$ cat src/blp_pkg.sv
/*
 package for the byte latch io port: widths, variant codes, reset values and carriers.
 assumes all users import blp_pkg::* and run on one clock.
*/
// Operation
// - the port holds one eight-bit value in a register, all bits loaded together, shown on buffered outputs.
// - an input variant follows the data inputs while its strobe is active and keeps the last value when the strobe ends.
// - the clear input empties the register of every variant only while the strobe is inactive.
// - the first input variant is selected only with its low-active select low and its high-active select high.
// - the second input variant is selected only with both high-active selects high.
// - both input variants float their outputs when deselected and drive the latched value only when selected.
// - the two input variants latch, clear and drive identically, differing only in select polarity.
// - the output variant loads its data inputs only while all of its selects are active.
// - the output variant has two high-active selects and one low-active select, all needed together.
// - the output variant drives its outputs at all times, whatever its selects and strobe do; the code floats them from reset until the first edge with ce high.
package blp_pkg;

   localparam int unsigned BLP_DATA_W = 8;

   // variant codes
   localparam logic [1:0] BLP_VAR_IN_MIXED = 2'h0;
   localparam logic [1:0] BLP_VAR_IN_HIGH  = 2'h1;
   localparam logic [1:0] BLP_VAR_OUT      = 2'h2;

   localparam logic [BLP_DATA_W-1:0] BLP_REG_RESET = 8'h00;
   localparam logic                  BLP_OE_RESET  = 1'b0;

   // select pins as the partner presents them
   typedef struct packed {
      logic sel_a_n;   // low-active select (ignored by high-only variant)
      logic sel_b;     // high-active select
      logic sel_c;     // high-active select (second input variant and output variant)
   } blp_sel_t;

   // pin-side output group
   typedef struct packed {
      logic [BLP_DATA_W-1:0] data;
      logic [BLP_DATA_W-1:0] oe;
   } blp_pins_t;

endpackage : blp_pkg

$ cat src/blp_select.sv
/*
 select decoder: turns the raw select pins into one selected flag per variant.
 assumes selects are synchronous to clk; selected is registered, selected_now is the unregistered decode.
*/
`timescale 1ns/10ps
module blp_select
   import blp_pkg::*;
#(
   parameter logic [1:0] VARIANT = BLP_VAR_IN_MIXED
) (
   // clock and reset
   input  wire logic clk,
   input  wire logic sys_rst,
   input  wire logic ce,
   // selects
   input  wire blp_sel_t sel,
   // decoded
   output logic     selected,
   output logic     selected_now
);

   typedef struct packed {
      logic selected;
   } blp_sel_state_t;

   blp_sel_state_t st;
   blp_sel_state_t next_st;
   logic           dec;

   always_comb begin
      case (VARIANT)
         BLP_VAR_IN_MIXED: dec = !sel.sel_a_n && sel.sel_b;
         BLP_VAR_IN_HIGH:  dec = sel.sel_b && sel.sel_c;
         BLP_VAR_OUT:      dec = !sel.sel_a_n && sel.sel_b && sel.sel_c;
         default:          dec = 1'b0;
      endcase
      next_st = st;
      if (ce) begin
         next_st.selected = dec;
      end
   end

   always_ff @(posedge clk or posedge sys_rst) begin
      if (sys_rst) begin
         st <= '0;
      end else begin
         st <= next_st;
      end
   end

   assign selected     = st.selected;
   assign selected_now = dec;

   AST_SEL_TRACK: assert property (@(posedge clk) disable iff (sys_rst)
      ce |=> selected == $past(dec))
      else $error("select flag did not follow decode");

endmodule // blp_select

$ cat src/blp_latch.sv
/*
 eight-bit data latch register with load and clear, all bits in one generate loop.
 assumes load and clear are never both high; load wins if they are.
*/
`timescale 1ns/10ps
module blp_latch
   import blp_pkg::*;
#(
   parameter int unsigned WIDTH = BLP_DATA_W
) (
   // clock and reset
   input  wire logic             clk,
   input  wire logic             sys_rst,
   input  wire logic             ce,
   // control
   input  wire logic             load,
   input  wire logic             clear,
   input  wire logic [WIDTH-1:0] din,
   // content
   output logic      [WIDTH-1:0] q
);

   typedef struct packed {
      logic [WIDTH-1:0] q;
   } blp_lat_state_t;

   blp_lat_state_t st;
   blp_lat_state_t next_st;

   for (genvar i = 0; i < WIDTH; i++) begin : g_bit
      always_comb begin
         next_st.q[i] = st.q[i];
         if (ce && load) begin
            next_st.q[i] = din[i];
         end else if (ce && clear) begin
            next_st.q[i] = 1'b0;
         end
      end
   end

   always_ff @(posedge clk or posedge sys_rst) begin
      if (sys_rst) begin
         st <= '0;
      end else begin
         st <= next_st;
      end
   end

   assign q = st.q;

   AST_LAT_LOAD: assert property (@(posedge clk) disable iff (sys_rst)
      ce && load |=> q == $past(din))
      else $error("latch missed a load");

   AST_LAT_CLEAR: assert property (@(posedge clk) disable iff (sys_rst)
      ce && clear && !load |=> q == '0)
      else $error("latch missed a clear");

endmodule // blp_latch

$ cat src/blp_port.sv
/*
 byte latch io port top: one core for the two input variants and the output variant.
 assumes strobe, clear, selects and data are synchronous to clk; a clear raised together
 with the strobe is ignored. pins are split into out and enable; the
 wire level is resolved outside.
*/
`timescale 1ns/10ps
module blp_port
   import blp_pkg::*;
#(
   parameter logic [1:0]  VARIANT = BLP_VAR_IN_MIXED,
   parameter int unsigned WIDTH   = BLP_DATA_W
) (
   // clock and reset
   input  wire logic             clk,
   input  wire logic             sys_rst,
   input  wire logic             ce,
   // strobe and clear
   input  wire logic             strobe,
   input  wire logic             register_reset_in,
   // selects
   input  wire blp_sel_t         sel,
   // data
   input  wire logic [WIDTH-1:0] din,
   output logic      [WIDTH-1:0] dout,
   output logic      [WIDTH-1:0] dout_oe
);

   localparam logic IS_OUT = (VARIANT == BLP_VAR_OUT);

   typedef enum {ST_IDLE, ST_FOLLOW} blp_mode_t;

   typedef struct packed {
      blp_mode_t        mode;
      logic [WIDTH-1:0] dout;
      logic [WIDTH-1:0] oe;
   } blp_top_state_t;

   blp_top_state_t st;
   blp_top_state_t next_st;

   logic             selected;
   logic             selected_now;
   logic             load;
   logic             clear;
   logic [WIDTH-1:0] q;

   blp_select #(
      .VARIANT (VARIANT)
   ) u_sel (
      .clk          (clk),
      .sys_rst      (sys_rst),
      .ce           (ce),
      .sel          (sel),
      .selected     (selected),
      .selected_now (selected_now)
   );

   // input variants follow data for the whole strobe; the output variant also needs selects
   always_comb begin
      if (IS_OUT) begin
         load = strobe && selected_now;
      end else begin
         load = strobe;
      end
      clear = register_reset_in && !strobe;
   end

   blp_latch #(
      .WIDTH (WIDTH)
   ) u_lat (
      .clk     (clk),
      .sys_rst (sys_rst),
      .ce      (ce),
      .load    (load),
      .clear   (clear),
      .din     (din),
      .q       (q)
   );

   always_comb begin
      next_st = st;
      if (ce) begin
         case (st.mode)
            ST_IDLE:   next_st.mode = load ? ST_FOLLOW : ST_IDLE;
            ST_FOLLOW: next_st.mode = load ? ST_FOLLOW : ST_IDLE;
            default:   next_st.mode = ST_IDLE;
         endcase
         // the register itself lags one cycle; outputs mirror it one more cycle later
         next_st.dout = q;
         if (IS_OUT) begin
            next_st.oe = '1;
         end else begin
            next_st.oe = {WIDTH{selected}};
         end
      end
   end

   always_ff @(posedge clk or posedge sys_rst) begin
      if (sys_rst) begin
         st.mode <= ST_IDLE;
         st.dout <= '0;
         st.oe   <= '0;
      end else begin
         st <= next_st;
      end
   end

   assign dout    = st.dout;
   assign dout_oe = st.oe;

   AST_FOLLOW: assert property (@(posedge clk) disable iff (sys_rst)
      ce && load ##1 ce |=> dout == $past(din, 2))
      else $error("output did not follow strobed data");

   AST_HOLD: assert property (@(posedge clk) disable iff (sys_rst)
      ce && !load && !clear ##1 ce && !load && !clear |=> $stable(dout))
      else $error("output changed without load or clear");

   AST_CLEAR: assert property (@(posedge clk) disable iff (sys_rst)
      ce && clear && !load ##1 ce |=> dout == '0)
      else $error("clear did not empty the register");

   AST_CLEAR_BLOCKED: assert property (@(posedge clk) disable iff (sys_rst)
      ce && strobe && !IS_OUT |=> q == $past(din))
      else $error("clear acted during strobe");

   AST_OE_IN: assert property (@(posedge clk) disable iff (sys_rst)
      !IS_OUT && ce ##1 ce |=> dout_oe == {WIDTH{$past(selected_now, 2)}})
      else $error("input variant enable not tied to select");

   // the enable flop is still in reset at the releasing edge, so skip the first edge after it
   AST_OE_OUT: assert property (@(posedge clk) disable iff (sys_rst)
      IS_OUT && ce && !$past(sys_rst) |=> dout_oe == '1)
      else $error("output variant floated its pins");

   AST_OUT_NOSEL: assert property (@(posedge clk) disable iff (sys_rst)
      IS_OUT && ce && !selected_now |=> q == $past(q) || $past(clear))
      else $error("output variant loaded while deselected");

   AST_SEL_MIX: assert property (@(posedge clk) disable iff (sys_rst)
      VARIANT == BLP_VAR_IN_MIXED && ce && sel.sel_a_n |=> !selected)
      else $error("mixed variant selected with low select high");

   AST_SEL_HIGH: assert property (@(posedge clk) disable iff (sys_rst)
      VARIANT == BLP_VAR_IN_HIGH && ce && sel.sel_b && sel.sel_c |=> selected)
      else $error("high variant not selected");

   AST_SEL_OUT: assert property (@(posedge clk) disable iff (sys_rst)
      IS_OUT && ce && !(sel.sel_b && sel.sel_c && !sel.sel_a_n) |=> !selected)
      else $error("output variant selected with a select inactive");

endmodule // blp_port

$ cat config.mk
export PLATFORM = sky130hd
export DESIGN_NAME = blp_port
export DESIGN_NICKNAME = d
export VERILOG_FILES = /design/src/blp_pkg.sv /design/src/blp_select.sv /design/src/blp_latch.sv /design/src/blp_port.sv
export SDC_FILE = /design/constraint.sdc
export NUM_CORES = 1
export LEC_CHECK = 0
export BUFFER_PORTS_ARGS = -buffer_cell sky130_fd_sc_hd__buf_2
export CAP_MARGIN = 20
export CORE_AREA = 10 10 51 53
export CTS_CLUSTER_DIAMETER = 30
export DETAILED_ROUTE_END_ITERATION = 8
export DIE_AREA = 0 0 61 63
export HOLD_SLACK_MARGIN = 0.03
export PLACE_DENSITY = 0.78
export SETUP_SLACK_MARGIN = 0.15
export SLEW_MARGIN = 40
export SYNTH_ARGS = -nofsm -noshare
export SYNTH_HDL_FRONTEND = slang
export SYNTH_SLANG_ARGS = --single-unit
$ cat constraint.sdc
create_clock -name clk -period 2.44 [get_ports clk]
set_input_delay 0.488 -clock clk [delete_from_list [all_inputs] [get_ports clk]]
set_output_delay 0.488 -clock clk [all_outputs]
set_load 0.005 [all_outputs]
==> flow_summary_export.csv <==
group,metric,value,unit
run_status,outcome,"completed",
floorplan,boundaryPins,32,
cts,cts_num_sinks,18,
cts,postCtsResizedCells,0,
finish,final_common_cell,"sky130_fd_sc_hd__buf_2",
floorplan,die-area,3843,µm²
route,detail_route.wl_per_cell,16.28,µm
logic_synthesis,ys_warn_count,0,
power,clkPwrFrac,27.7,%
critical_path,timing.rr.start,"dout_oe[0]",
logic_synthesis,post-synth-top-area-fraction,60.61,%
route,route.antenna.remaining_nets,0,
cts,postCtsSetupRepairBufs,0,
timing,worst_clock_skew,0.005879,ns
finish,share_of_layout_cells_above_drive_strength_1,60.00,%
critical_path,worst-endpoint-arrival,0.88,ns
critical_path,reg2reg_slack,1.61,ns
run,cap_violations,0,
route,wirelength,1498,µm
floorplan,chip_width,61,µm
route,post-route-drc-count,0,
critical_path,critical-path-max-stage-delay,0.44,ns
timing,report.final.hold_viol_count,0,
global_routing,maximum_number_of_pins_on_one_net_before_global_route_repair,19,
route,initialDrtViolationCount,9,
critical_path,worstSetupPathDepth,1,
placement,port_buffers,30,
floorplan,floorplan.rows,15,
finish,final_net_count,92,
finish,mostFrequentLayoutCells,"sky130_fd_sc_hd__buf_2, sky130_fd_sc_hd__dfrtp_1, sky130_fd_sc_hd__a22o_1, sky130_fd_sc_hd__mux2_2",
critical_path,path_delay_family,"flip-flops",
critical_path,cp_max_fo,9,
timing,max_slew_margin,56.75,%
global_routing,first_global_vias,523,
floorplan,die_height,63,µm
cts,h-tree-depth,1,
critical_path,endpoint,"dout_oe[1]",
logic_synthesis,sequential_to_total_area_share_from_yosys_stat,60.61,%
route,via_count,467,
cts,max-clock-path-buffers,2,
placement,gp_weighted_congestion,0.6755,
power,power_frac_comb,16.9,%
cts,cts.hold.buffers_added,0,
timing,slew_violations,0,
cts,tritoncts.num_buffers,3,
global_routing,grt_antenna_before_repair,0,
cts,root_buffer,"sky130_fd_sc_hd__clkbuf_4",
critical_path,timing.critical_path.slowest_stage_cell,"sky130_fd_sc_hd__dfrtp_1",
timing,timing.final.setup_violations,0,
route,drt_pass1_iterations,2,
timing,maxClockFrequency,732.5,MHz
power,swShare,23.42,%
floorplan,core_region_area,1652,µm²
cts,tritoncts_clock_tree,"yes",
cts,clk_pin_slew_worst_paths,0.10,ns
cts,clk-insertion-delay-late,0.29,ns
critical_path,crit_required,1.95,ns
finish,area_delta_synth_final,17.85,%
global_routing,grt-ovfl-total,0,
placement,dp.final_hpwl,1139,µm
finish,postLayoutCoreUtil,53.03,%
logic_synthesis,synthesis.nets,66,
route,detail_route.wirelength.met1,606,µm
route,top_layer,"met4",
critical_path,timing.critical_path.from,"dout_oe[0]",
power,cellPowerDensity,725.9,nW/µm²
global_routing,grt_pass1_wl,2484,µm
logic_synthesis,flip_flop_and_latch_count_after_synthesis,18,
logic_synthesis,ys_types,11,
floorplan,initial_utilization,45.00,%
logic_synthesis,post_synth_main_area_contributors,"sky130_fd_sc_hd__dfrtp_1, sky130_fd_sc_hd__a22o_1, sky130_fd_sc_hd__mux2_2",
timing,post-route-period-util,55.95,%
route,via_per_inst,5.076,
critical_path,timing.setup.critical_path_class,"reg -> out",
power,sequentialPowerShare,55.5,%
logic_synthesis,avg_synthesized_cell_area,14.86,µm²
logic_synthesis,post-synth-top-area-cell,"sky130_fd_sc_hd__dfrtp_1",
critical_path,critical_path.cell_chain,"buf_2",
critical_path,critical_path.n_buffers_inverters,1,
critical_path,worst_r2r_path_depth,1,
timing,worst_pin_slew,0.6480,ns
timing,rsz0062_at_grt,"no",
critical_path,crit_path_start_kind,"flop",
min_path,hold_path_class,"in -> async",
route,wl_met3,181,µm
timing,post-route-min-period,1.365,ns
critical_path,reg2reg_to,"dout_oe[0]",
logic_synthesis,mappedNetlistArea,743.2,µm²
power,p_switching,0.0001489,W
power,internal_power,0.0004868,W
logic_synthesis,netlist_instances,50,
timing,timing.setup.tns,0,ns
finish,antenna_cells,0,
power,p_leak,0.4852,nW
critical_path,end_kind,"primary output",
global_routing,global_route.usage.total,8.425,%
power,irDropWorstVdd,0.3382,mV
route,met2RoutedLength,688,µm
[cells in the mapped netlist]
library cell and n:
sky130_fd_sc_hd__a22o_1 8, sky130_fd_sc_hd__and2_4 1, sky130_fd_sc_hd__buf_4 7, sky130_fd_sc_hd__buf_6 2, sky130_fd_sc_hd__dfrtp_1 18, sky130_fd_sc_hd__inv_1 2, sky130_fd_sc_hd__mux2_2 6, sky130_fd_sc_hd__mux2_4 3
sky130_fd_sc_hd__nand2_1 1, sky130_fd_sc_hd__o21ai_2 1, sky130_fd_sc_hd__o22ai_1 1
[metal layers]
layer  track usage [%]  vias to the layer above
li1                  -                      221
met1             9.305                      223
met2             12.63                       21
met3             3.252                        2
met4             5.769                        0
met5                 0                        -
[stage by stage]
step	hold slack [ns]	cells	setup WS (ns)	power, W	cell area, µm²
2_1_floorplan	0.4266	50	1.357	0.0004319	743.2
3_5_place_dp	0.4827	88	1.134	0.0004691	839.6
6_report	0.2697	92	1.075	0.0006358	875.8
3_3_place_gp	0.4760	88	1.133	0.0004656	839.6
4_1_cts	0.2903	92	1.052	0.0006456	875.8
5_1_grt	0.3202	92	0.9508	0.0006769	875.8
[power by group through the flow]
stage          clock, W  sequential, W  combinational (W)
2_1_floorplan         0       0.000359          0.0000732
3_3_place_gp          0       0.000357           0.000109
3_5_place_dp          0       0.000359           0.000110
4_1_cts        0.000182       0.000353           0.000111
5_1_grt        0.000196       0.000360           0.000121
6_report       0.000176       0.000353           0.000107
[how the worst min path moves through the flow]
stage                    start         end  slack [ns]  cells after the start
floorplan              sys_rst     dout[0]        0.43                      1
global placement    u_lat.q[4]  u_lat.q[4]        0.48                      1
detailed placement  u_lat.q[5]  u_lat.q[5]        0.48                      1
CTS                    sys_rst     dout[1]        0.29                      2
global route           sys_rst     dout[1]        0.32                      2
finish                 sys_rst     dout[1]        0.27                      2
[final cells by class]
type / instances / area [µm²]
multi-input combinational: 21 / 210.2
fill: 149 / 775.7
clock buffer: 4 / 36.28
inverter: 2 / 7.507
tap: 17 / 21.27
sequential: 18 / 450.4
timing repair buffer: 30 / 150.1
[registers in the layout, summed over array words and instances (netlist names)]
signal / count
dout: 8
u_lat.q: 8
dout_oe: 1
u_sel.selected: 1
[kinds of logic after synthesis]
family / count (synthesis) / synth area share [%]
compound gates: 10 / 11.45
buf+inv: 11 / 11.11
flops: 18 / 60.61
mux: 9 / 15.15
simple gates: 2 / 1.683
(Power assumes the default switching activity.)
